## config.mk

```make
export PLATFORM = sky130hd
export DESIGN_NAME = flash_guard
export DESIGN_NICKNAME = d
export VERILOG_FILES = /design/src/include/flash_guard_pkg.sv /design/src/include/lock_if.sv /design/src/rtl/flash_guard.sv /design/src/rtl/lock_check.sv
export VERILOG_INCLUDE_DIRS = /design/src /design/src/include
export SDC_FILE = /design/constraint.sdc
export NUM_CORES = 1
export LEC_CHECK = 0
export BUFFER_PORTS_ARGS = -buffer_cell sky130_fd_sc_hd__buf_4
export CAP_MARGIN = 25
export CORE_MARGIN = 5
export CORE_UTILIZATION = 36
export CTS_CLUSTER_SIZE = 40
export DETAILED_ROUTE_END_ITERATION = 10
export HOLD_SLACK_MARGIN = 0.03
export REMOVE_ABC_BUFFERS = 1
export SYNTH_ARGS = -nofsm -noshare
export SYNTH_HDL_FRONTEND = slang
export SYNTH_SLANG_ARGS = --single-unit
```

## constraint.sdc

```tcl
create_clock -name CLK -period 1.98 [get_ports CLK]
set_input_delay 0.099 -clock CLK [delete_from_list [all_inputs] [get_ports CLK]]
set_output_delay 0.099 -clock CLK [all_outputs]
set_load 0.02 [all_outputs]
```

## src/include/flash_guard_defs.svh

```systemverilog
// Purpose: constants for the flash write guard and lock block
// Assumes: byte-addressed program flash, 512-byte pages
// Notes:   included by bare name; definitions only
`ifndef FLASH_GUARD_DEFS_SVH
`define FLASH_GUARD_DEFS_SVH
`define FG_ADDR_W        17
`define FG_PAGE_SHIFT    9
`define FG_PAGE0_FIRST   17'h0_0000
`define FG_PAGE0_LAST    17'h0_01FF
`define FG_LOCK_OPEN     8'hFF
`define FG_ERASE_CYCLES  8
`define FG_WRITE_CYCLES  2
`endif

```

## src/include/flash_guard_pkg.sv

```systemverilog
// Purpose: shared types of the flash write guard and lock block
// Assumes: nothing beyond the defs header
// Notes:   states of the access sequencer and request kinds
package flash_guard_pkg;
  typedef enum logic [1:0]
  {
    REQ_NONE  = 2'b00,
    REQ_READ  = 2'b01,
    REQ_WRITE = 2'b10,
    REQ_ERASE = 2'b11
  } req_kind_e;

  typedef enum logic [2:0]
  {
    ST_IDLE   = 3'b000,
    ST_LOAD   = 3'b001,
    ST_READ   = 3'b010,
    ST_WRITE  = 3'b011,
    ST_ERASE  = 3'b100,
    ST_DONE   = 3'b101
  } guard_state_e;
endpackage

```

## src/include/lock_if.sv

```systemverilog
// Purpose: carries the lock decision between guard and lock checker
// Assumes: single clock
// Notes:   the guard asks, the checker answers combinationally
`timescale 1ns/1ps
interface lock_if #(parameter int ADDR_W = 17);
  logic [7:0]        lock_byte;  // lock value as held
  logic [ADDR_W-1:0] addr;       // address asked about
  logic              locked;     // address lies in a locked page
  modport guard (output lock_byte, output addr, input locked);
  modport check (input lock_byte, input addr, output locked);
endinterface

```

## src/rtl/flash_guard.sv

```systemverilog
// Purpose: guards program flash against unwanted read, write and erase
// Assumes: core gives one request at a time, held until CORE_DONE
// Notes:   flash array modelled as an external port with a strobe each
// Summary of operation
// writes need program store write enable set
// erase needs both write and erase enables
// data-space writes store flash; code reads return it
// data-space reads always go to external RAM
// lock value comes from last user flash byte
// lock counts 512-byte pages from page zero
// locked page count is inverted lock byte
// lock page open only when lock byte all ones
// debug port cannot read or change locked flash
// refused write or erase leaves flash unchanged
`timescale 1ns/1ps
`include "flash_guard_defs.svh"
module flash_guard
  import flash_guard_pkg::*;
#(
  parameter int ADDR_W    = `FG_ADDR_W,
  parameter int ERASE_CYC = `FG_ERASE_CYCLES,
  parameter int WRITE_CYC = `FG_WRITE_CYCLES
)
(
  // clock and reset
  input  wire logic              CLK,
  input  wire logic              RESET,
  // software enables
  input  wire logic              PROGRAM_STORE_WRITE_ENABLE,
  input  wire logic              PROGRAM_STORE_ERASE_ENABLE,
  // core request
  input  wire logic              CORE_REQ,
  input  wire logic [1:0]        CORE_KIND,
  input  wire logic              CORE_DATA_SPACE,
  input  wire logic              CORE_FROM_PROTECTED,
  input  wire logic              CORE_FROM_DEBUG,
  input  wire logic [ADDR_W-1:0] CORE_ADDR,
  input  wire logic [7:0]        CORE_WDATA,
  output logic                   CORE_DONE,
  output logic                   CORE_REFUSED,
  output logic [7:0]             CORE_RDATA,
  // external data RAM route
  output logic                   XDATA_RD,
  output logic [ADDR_W-1:0]      XDATA_ADDR,
  // flash array side
  output logic                   FLASH_RD,
  output logic                   FLASH_WR,
  output logic                   FLASH_ER,
  output logic [ADDR_W-1:0]      FLASH_ADDR,
  output logic [7:0]             FLASH_WDATA,
  input  wire logic [7:0]        FLASH_RDATA,
  // state seen outside
  output logic [7:0]             LOCK_VALUE
);
  // refuse sizes the page split and the 8-bit busy counter cannot serve
  if (ADDR_W < 10 || ADDR_W > 24 || ERASE_CYC < 1 || WRITE_CYC < 1 || ERASE_CYC > 255 || WRITE_CYC > 255)
  begin : g_bad_params
    $error("flash_guard: unsupported parameters");
  end

  localparam logic [ADDR_W-1:0] LOCK_ADDR = {ADDR_W{1'b1}}; // last user byte

  lock_if #(.ADDR_W(ADDR_W)) lk ();

  lock_check #(.ADDR_W(ADDR_W)) u_lock
  (
    .lk        (lk),
    .lock_addr (LOCK_ADDR)
  );

  guard_state_e      state_q, state_d;     // sequencer state
  logic [7:0]        cnt_q, cnt_d;         // busy cycle count
  logic [7:0]        lock_q, lock_d;       // held lock byte
  logic              done_q, done_d;       // answer strobe
  logic              ref_q, ref_d;         // refused flag with answer
  logic [7:0]        rdat_q, rdat_d;       // read data back
  logic              xrd_q, xrd_d;         // external RAM read strobe
  logic              frd_q, frd_d;         // flash read strobe
  logic              fwr_q, fwr_d;         // flash write strobe
  logic              fer_q, fer_d;         // flash erase strobe
  logic [ADDR_W-1:0] addr_q, addr_d;       // latched address
  logic [7:0]        wdat_q, wdat_d;       // latched write byte
  logic              trusted;              // requester may touch locked pages

  // lock query always looks at the incoming address
  assign lk.lock_byte = lock_q;
  assign lk.addr      = CORE_ADDR;
  assign trusted      = CORE_FROM_PROTECTED && !CORE_FROM_DEBUG;

  // next-state logic of the access sequencer
  always_comb
  begin
    state_d = state_q;
    cnt_d   = cnt_q;
    lock_d  = lock_q;
    done_d  = 1'b0;
    ref_d   = 1'b0;
    rdat_d  = rdat_q;
    xrd_d   = 1'b0;
    frd_d   = 1'b0;
    fwr_d   = 1'b0;
    fer_d   = 1'b0;
    addr_d  = addr_q;
    wdat_d  = wdat_q;
    case (state_q)
      // fetch lock byte after reset
      ST_IDLE:
      begin
        addr_d  = LOCK_ADDR;
        frd_d   = 1'b1;
        state_d = ST_LOAD;
      end
      // capture lock byte once the array answers
      ST_LOAD:
      begin
        if (!frd_q)
        begin
          lock_d  = FLASH_RDATA;
          state_d = ST_DONE;
        end
      end
      // ready: wait for a request
      ST_DONE:
      begin
        if (CORE_REQ && !done_q)
        begin
          addr_d = CORE_ADDR;
          wdat_d = CORE_WDATA;
          case (req_kind_e'(CORE_KIND))
            REQ_READ:
            begin
              if (CORE_DATA_SPACE)
              begin
                xrd_d  = 1'b1;
                done_d = 1'b1;
              end
              else if (lk.locked && !trusted)
              begin
                rdat_d = 8'h00;
                ref_d  = 1'b1;
                done_d = 1'b1;
              end
              else
              begin
                frd_d   = 1'b1;
                state_d = ST_READ;
              end
            end
            REQ_WRITE:
            begin
              if (!PROGRAM_STORE_WRITE_ENABLE || !CORE_DATA_SPACE || (lk.locked && !trusted))
              begin
                ref_d  = 1'b1;
                done_d = 1'b1;
              end
              else
              begin
                fwr_d   = 1'b1;
                cnt_d   = 8'(WRITE_CYC);
                state_d = ST_WRITE;
              end
            end
            REQ_ERASE:
            begin
              if (!PROGRAM_STORE_WRITE_ENABLE || !PROGRAM_STORE_ERASE_ENABLE || (lk.locked && !trusted))
              begin
                ref_d  = 1'b1;
                done_d = 1'b1;
              end
              else
              begin
                fer_d   = 1'b1;
                cnt_d   = 8'(ERASE_CYC);
                state_d = ST_ERASE;
              end
            end
            default:
            begin
              done_d = 1'b1;
            end
          endcase
        end
      end
      // array answers in the cycle after the strobe, as for the lock fetch
      ST_READ:
      begin
        if (!frd_q)
        begin
          rdat_d  = FLASH_RDATA;
          done_d  = 1'b1;
          state_d = ST_DONE;
        end
      end
      // write and erase: busy countdown, reload lock if the address lies in the lock page
      ST_WRITE, ST_ERASE:
      begin
        if (cnt_q <= 8'h01)
        begin
          done_d = 1'b1;
          if ((addr_q >> `FG_PAGE_SHIFT) == (LOCK_ADDR >> `FG_PAGE_SHIFT))
            state_d = ST_IDLE;
          else
            state_d = ST_DONE;
        end
        else
          cnt_d = cnt_q - 8'h01;
      end
      default:
      begin
        state_d = ST_IDLE;
      end
    endcase
  end

  // register stage of the sequencer
  always_ff @(posedge CLK)
  begin
    if (RESET)
    begin
      state_q <= ST_IDLE;
      cnt_q   <= 8'h00;
      lock_q  <= 8'h00;
      done_q  <= 1'b0;
      ref_q   <= 1'b0;
      rdat_q  <= 8'h00;
      xrd_q   <= 1'b0;
      frd_q   <= 1'b0;
      fwr_q   <= 1'b0;
      fer_q   <= 1'b0;
      addr_q  <= '0;
      wdat_q  <= 8'h00;
    end
    else
    begin
      state_q <= state_d;
      cnt_q   <= cnt_d;
      lock_q  <= lock_d;
      done_q  <= done_d;
      ref_q   <= ref_d;
      rdat_q  <= rdat_d;
      xrd_q   <= xrd_d;
      frd_q   <= frd_d;
      fwr_q   <= fwr_d;
      fer_q   <= fer_d;
      addr_q  <= addr_d;
      wdat_q  <= wdat_d;
    end
  end

  // outputs straight from flops
  assign CORE_DONE    = done_q;
  assign CORE_REFUSED = ref_q;
  assign CORE_RDATA   = rdat_q;
  assign XDATA_RD     = xrd_q;
  assign XDATA_ADDR   = addr_q;
  assign FLASH_RD     = frd_q;
  assign FLASH_WR     = fwr_q;
  assign FLASH_ER     = fer_q;
  assign FLASH_ADDR   = addr_q;
  assign FLASH_WDATA  = wdat_q;
  assign LOCK_VALUE   = lock_q;
endmodule

```

## src/rtl/lock_check.sv

```systemverilog
// Purpose: decides whether a flash address sits in a locked page
// Assumes: lock byte lives in the last byte of user flash
// Notes:   pure combinational decision
`timescale 1ns/1ps
`include "flash_guard_defs.svh"
module lock_check
  import flash_guard_pkg::*;
#(
  parameter int ADDR_W = `FG_ADDR_W
)
(
  // lock query
  lock_if.check           lk,
  // location of the lock byte
  input  wire logic [ADDR_W-1:0] lock_addr
);
  logic [7:0]        pages_n;    // number of locked low pages
  logic [ADDR_W-1:0] page_idx;   // page index of queried address
  logic [ADDR_W-1:0] lock_page;  // page index of the lock byte

  // page count is the inverted lock byte; lock page closes if any page locked
  always_comb
  begin
    pages_n   = ~lk.lock_byte;
    page_idx  = lk.addr >> `FG_PAGE_SHIFT;
    lock_page = lock_addr >> `FG_PAGE_SHIFT;
    if (lk.lock_byte == `FG_LOCK_OPEN)
      lk.locked = 1'b0;
    else if (page_idx == lock_page)
      lk.locked = 1'b1;
    else
      lk.locked = (page_idx < ADDR_W'(pages_n));
  end
endmodule

```

Word-level counts from Yosys, hierarchy flattened
Cells that the tools add are included.
{"block": "word_totals", "memories": 0, "ramBits": 0, "regBits": 58, "mem_bits_ro": 0, "inputBits": 43, "out_inout_bits": 64, "latchBits": 0, "wordCells": 121}
{"block": "op_classes", "eq_ne": 25, "muxes": 45, "n_lt_le_gt_ge": 2, "bitwise": 7, "n_shift": 0, "multipliers": 0, "add_sub_neg": 1, "reduce_logical": 29, "div": 0}
{"op": "$mux W8", "n": 9}
{"op": "$pmux W8 S2", "n": 3}
{"op": "$pmux W17 S2", "n": 1}
{"op": "$eq A8 B8 Y1 const B", "n": 3}
{"op": "$mux W3", "n": 8}
{"op": "$mux W1", "n": 17}
{"op": "$mux W17", "n": 1}
{"op": "$ne A2 B2 Y1 const B", "n": 7}
{"op": "$ne A3 B3 Y1 const B", "n": 4}
{"op": "$pmux W3 S4", "n": 1}
{"op": "$reduce_and A6 Y1", "n": 2}
{"op": "$reduce_or A4 Y1", "n": 3}
{"op": "$pmux W1 S3", "n": 3}
{"op": "$pmux W3 S3", "n": 1}
{"op": "$le A8 B1 Y1 const B", "n": 1}
{"op": "$lt A8 B8 Y1", "n": 1}
{"op": "$not A8 Y8", "n": 1}
{"op": "$reduce_and A8 Y1", "n": 1}
{"op": "$sub A8 B1 Y8 const B", "n": 1}
{"op": "$eq A3 B2 Y1 const B", "n": 2}
{"op": "$eq A3 B3 Y1 const B", "n": 2}
{"op": "$logic_not A1 Y1", "n": 6}
{"op": "$not A1 Y1", "n": 6}
{"op": "$reduce_and A2 Y1", "n": 3}
{"op": "13 further kinds", "n": 22}

Depth between registers and ports, before layout
{"block": "logic_depth", "depth_word": 10, "mapped_depth": 8, "depth_no_buf": 8}

Hierarchy
A second synthesis with hierarchy kept.
{"block": "unflattened", "hier_cells": 382, "area_unflattened_um2": 3153.0}
{"module": "flash_guard", "seq_area_each_um2": 1161.1, "area_each_um2": 2892.8, "cells_each": 351, "n_inst": 1}
{"module": "lock_check", "seq_area_each_um2": 0.0, "area_each_um2": 260.2, "cells_each": 31, "n_inst": 1}

Least setup slack after synthesis
OpenSTA, ideal clock, no wires.
{"block": "synth_path", "path_kind": "register -> register", "from": "register lock_q[2], in the netlist LOCK_VALUE[2]", "to": "register done_q, in the netlist CORE_DONE", "arrival_ns": 1.940, "path_slack_ns": -0.082, "path_stages_with_launch": 8, "required_ns": 1.858, "path_buffers": 0, "setup_ns": 0.122, "synth_period_minus_slack_ns": 2.062, "cell_sequence": "dfxtp_1 > ha_1 > o21ai_1 > a211o_1 > o22ai_2 > nor2_1 > a211o_1 > a221o_1"}
{"block": "synth_between", "elab_chain_cells": 10, "elab_cells_between_ends": 15, "cone_classes": "order compare (1); eq/ne (1); mux (9); bitwise (1); reduce/logical (3)"}
{"element": "start, declared", "line": "flash_guard.sv:73", "text": "logic [7:0] lock_q, lock_d;"}
{"element": "start signal, assigned", "line": "flash_guard.sv:237", "text": "lock_q <= lock_d;"}
{"element": "$not A8 Y8", "line": "lock_check.sv:24", "text": "pages_n = ~lk.lock_byte;"}
{"element": "$lt A8 B8 Y1", "line": "lock_check.sv:32", "text": "lk.locked = (page_idx < ADDR_W'(pages_n));"}
{"element": "$mux W1", "line": "lock_check.sv:29", "text": "else if (page_idx == lock_page)"}
{"element": "$mux W1 *", "line": "lock_check.sv:27", "text": "if (lk.lock_byte == `FG_LOCK_OPEN)"}
{"element": "$logic_and A1 B1 Y1 *", "line": "flash_guard.sv:137, flash_guard.sv:151, flash_guard.sv:165"}
{"element": "$mux W1, or another cell as far along", "line": "flash_guard.sv:137", "text": "else if (lk.locked && !trusted)"}
{"element": "$mux W1, on equally long branches", "line": "flash_guard.sv:132, flash_guard.sv:151, flash_guard.sv:165"}
{"element": "$pmux W1 S3 *", "line": "flash_guard.sv:129", "text": "case (req_kind_e'(CORE_KIND))"}
{"element": "$mux W1 *", "line": "flash_guard.sv:125", "text": "if (CORE_REQ && !done_q)"}
{"element": "$pmux W1 S3 *", "line": "flash_guard.sv:105", "text": "case (state_q)"}
{"element": "end signal, assigned", "line": "flash_guard.sv:238", "text": "done_q <= done_d;"}
{"element": "end, declared", "line": "flash_guard.sv:74", "text": "logic done_q, done_d;"}
Mark *: on every way between the ends. The rest lies on a longest branch, timed or not.
A chain may end at the register's enable or synchronous reset.

Worst setup path after layout
{"block": "layout_path", "from": "register lock_q[5], in the netlist LOCK_VALUE[5]", "to": "register state_q[2]"}
{"block": "layout_between", "elab_chain_cells": 8, "elab_cells_between_ends": 12, "cone_classes": "order compare (1); eq/ne (4); mux (2); bitwise (1); reduce/logical (4)"}
{"element": "$not A8 Y8", "line": "lock_check.sv:24"}
{"element": "$lt A8 B8 Y1", "line": "lock_check.sv:32"}
{"element": "$mux W1", "line": "lock_check.sv:29"}
{"element": "$mux W1 *", "line": "lock_check.sv:27"}
{"element": "$logic_and A1 B1 Y1 *", "line": "flash_guard.sv:137, flash_guard.sv:151, flash_guard.sv:165"}
{"element": "$logic_or A1 B1 Y1, on equally long branches", "line": "flash_guard.sv:165, flash_guard.sv:151"}
{"element": "$ne A3 B3 Y1 (no source line)"}
{"element": "$reduce_and A8 Y1 (no source line) *"}
{"element": "end signal, assigned", "line": "flash_guard.sv:235", "text": "state_q <= state_d;"}
{"element": "end, declared", "line": "flash_guard.sv:71", "text": "guard_state_e state_q, state_d;"}
Marked as above.

==> results.json <==
{
  "status": "complete, no violations",
  "rsz0062_at_grt": "yes",
  "tns_ps": 0,
  "cts.sinks": 58,
  "grt_use_total_pct": 16.8,
  "drt_first_iter_violations": 104,
  "start_util_pct": 36.5,
  "cp_top_family": "compound AO/OA/AOI/OAI gates",
  "combPwrFrac_pct": 51.0,
  "synth_warnings": 0,
  "layout_commonest_cell": "buf_4",
  "yosys.area.top_type": "dfxtp_1",
  "power_density_nw_per_um2": 1390,
  "core_um2": 8130,
  "wl_per_cell_um": 13.9,
  "swShare_pct": 40.5,
  "max_freq_mhz": 511,
  "cts.path.max_buffers": 2,
  "crit_fanout": 3,
  "synth_top_area_share_pct": 39.1,
  "period_needed_ps": 1960,
  "grt_max_degree": 57,
  "cts_buffers": 9,
  "crit_path_cell_trace": "ha_4 -> nand2_1 -> a211o_1 -> o22ai_4 -> buf_6 -> o21ai_0 -> a311oi_1 -> a221oi_1",
  "synth_cell_types": 51,
  "fp.dieH_um": 101,
  "finalCritPeriodShare_pct": 98.9,
  "dp_cells": 585,
  "row_count": 33,
  "layout-drive-gt1-share_pct": 35.2,
  "firstDrtPassIters": 4,
  "grt_pass1_wl_um": 13800,
  "vias": 3050,
  "skew_ps": 12.1,
  "io_pins": 107,
  "worst-slew-pin-transition_ps": 605,
  "final_nets": 567,
  "yosysSeqAreaShare_pct": 39.1,
  "dp_hpwl_um": 6190,
  "peakVddDrop_mv": 0.485,
  "finalMaxSlewViolations": 0,
  "syn_inst": 375,
  "grt_util_met1_pct": 20.6,
  "fin_util_pct": 55.4,
  "p_total_w": 0.00626,
  "end_kind": "register",
  "grt.busiest_layer": "met2",
  "area_growth_pct": 51.7,
  "syn-cell-area_um2": 2970,
  "cts.clk_slew.worst_paths_ps": 80,
  "drv_cap": 0,
  "wl_um": 8600,
  "clock_latency_ps": 340,
  "arrival_ps": 2140,
  "cpPeakStageDelay_ps": 340,
  "antenna_found_initial": 0,
  "slew_headroom_pct": 59.7,
  "crit_buf_inv": 1,
  "first_global_vias": 2910,
  "ys_top_cells_by_area": "dfxtp_1 (39%), nor2_1 (7.2%), ha_1 (6.3%), nand2_1 (6.3%), a21oi_1 (4.9%)",
  "setup_viol": 0,
  "ys_seq_elements": 58,
  "cp.required_ps": 2170,
  "worstHoldPathType": "in2reg",
  "synth-async-reset-ratio_pct": 0,
  "seq_power_share_pct": 26.9,
  "slowest_stage": "dfxtp_2",
  "p_int_w": 0.00372,
  "htree_num_levels": 3,
  "gp_congestion": 0.813,
  "dieArea_um2": 10200,
  "root_buffer": "clkbuf_8",
  "diodes": 0,
  "ant_nets": 0,
  "final_cell_count_no_fill": 619,
  "avgSynthCellArea_um2": 7.92,
  "use_met2_pct": 28.7,
  "drc": 0,
  "numPortBuffers": 106,
  "critPathLaunchType": "register",
  "die_x_um": 101,
  "leakage_nw": 1.92,
  "hold_viol_final": 0,
  "p_clk_share_pct": 22.1,
  "synth_ff_type": "dfxtp_1",
  "synth_edf_count": 0,
  "overflow": 0,
  "use_met3_pct": 4.36,
  "critical_path_class": "reg2reg",
  "via_per_inst": 4.93,
  "p_sw_w": 0.00253,
  "cts_tree": "done",
  "layout_common_cells": "buf_4 (138), nor2_1 (55), dfxtp_1 (53), nand2_1 (50), a21oi_1 (26)"
}
-- registers in the layout, summed over array words and instances (netlist names), 3 cells and up --
signal,flops
FLASH_ADDR,17
CORE_RDATA,8
FLASH_WDATA,8
LOCK_VALUE,8
cnt_q,8
state_q,3
-- path summary, 6_finish.rpt --
path	slack, ps	from	to	cells past startpoint
setup / recovery	20	LOCK_VALUE[5]	state_q[2]	8
hold reg to reg	460	FLASH_WDATA[0]	FLASH_WDATA[0]	2
setup reg to reg	20	LOCK_VALUE[5]	state_q[2]	8
hold / removal	50	RESET	CORE_RDATA[0]	3
-- final cells by class --
| cell class | instances | area (um2) |
|---|---|---|
| Clock buffer | 9 | 124 |
| Clock inverter | 7 | 125 |
| Fill cell | 776 | 3630 |
| Inverter | 11 | 41.3 |
| Multi-Input combinational cell | 272 | 1690 |
| Sequential cell | 58 | 1170 |
| Tap cell | 105 | 131 |
| Timing Repair Buffer | 157 | 1230 |
-- power by group through the flow --
stage | Sequential (W) | Clock [W] | Combinational [W]
3_5_place_dp | 0.00170 | 0 | 0.00310
5_1_grt | 0.00173 | 0.00148 | 0.00349
6_report | 0.00169 | 0.00138 | 0.00319
3_3_place_gp | 0.00170 | 0 | 0.00307
4_1_cts | 0.00168 | 0.00141 | 0.00315
2_1_floorplan | 0.00211 | 0 | 0.00134
-- stage by stage --
step	area [um2]	hold slack (ps)	setup slack, ps
6_report	4510	54.3	21.2
3_3_place_gp	3960	307	40.9
3_5_place_dp	3960	314	5.91
5_1_grt	4510	54.4	-75.7
2_1_floorplan	2780	168	-447
4_1_cts	4380	41.0	-7.36
-- timing repair --
item,CTS,global route
resized for setup,0,33
pin swaps,0,12
endpoints found under the hold margin,26,0
buffers inserted,0,0
hold buffers,18,0
endpoints found under the setup margin,3,16
-- cells by family (layout without fill, tap and decap cells) --
logic type | count (synthesis) | in the layout | synth area share [%]
and+or+nand+nor | 157 | 157 | 24.1
AOI/OAI and AO/OA | 98 | 98 | 21.9
buffers and inverters | 45 | 184 | 7.92
adders and majority gates | 15 | 15 | 6.32
DFF | 58 | 58 | 39.1
muxes | 2 | 2 | 0.674
-- worst reg2reg max path, stage by stage, from the launching register on --
cell	delay [ps]
dfxtp_2	340
ha_4	260
nand2_1	40
a211o_1	300
o22ai_4	190
buf_6	150
o21ai_0	90
a311oi_1	290
a221oi_1	140
-- routing by layer --
metal	vias up	part of all wire, %
met3	7	5.9
met2	67	50
met4	0	0.91
met1	1403	43
met5	-	0
li1	1573	-
-- synth_stat cells (2+ instances only) --
library cell / count
buf_4: 17
or2_2: 2
a21oi_1: 29
nand2b_1: 10
or3_1: 2
ha_1: 15
mux2i_1: 2
nand2_1: 50
nor2b_1: 3
nor2_1: 57
nor3_1: 9
dfxtp_1: 58
inv_1: 11
nand3b_1: 3
clkbuf_1: 15
nand4_1: 6
o21ai_0: 19
a31oi_1: 3
o2bb2ai_1: 2
a221oi_1: 2
nand3_1: 3
a211oi_1: 17
buf_2: 2
or4_1: 3
o21ai_1: 3
o211ai_1: 3
o2111ai_1: 2
a211o_1: 2
nor4_1: 2
nor3b_1: 2
Power figures use the tool's default switching activity.
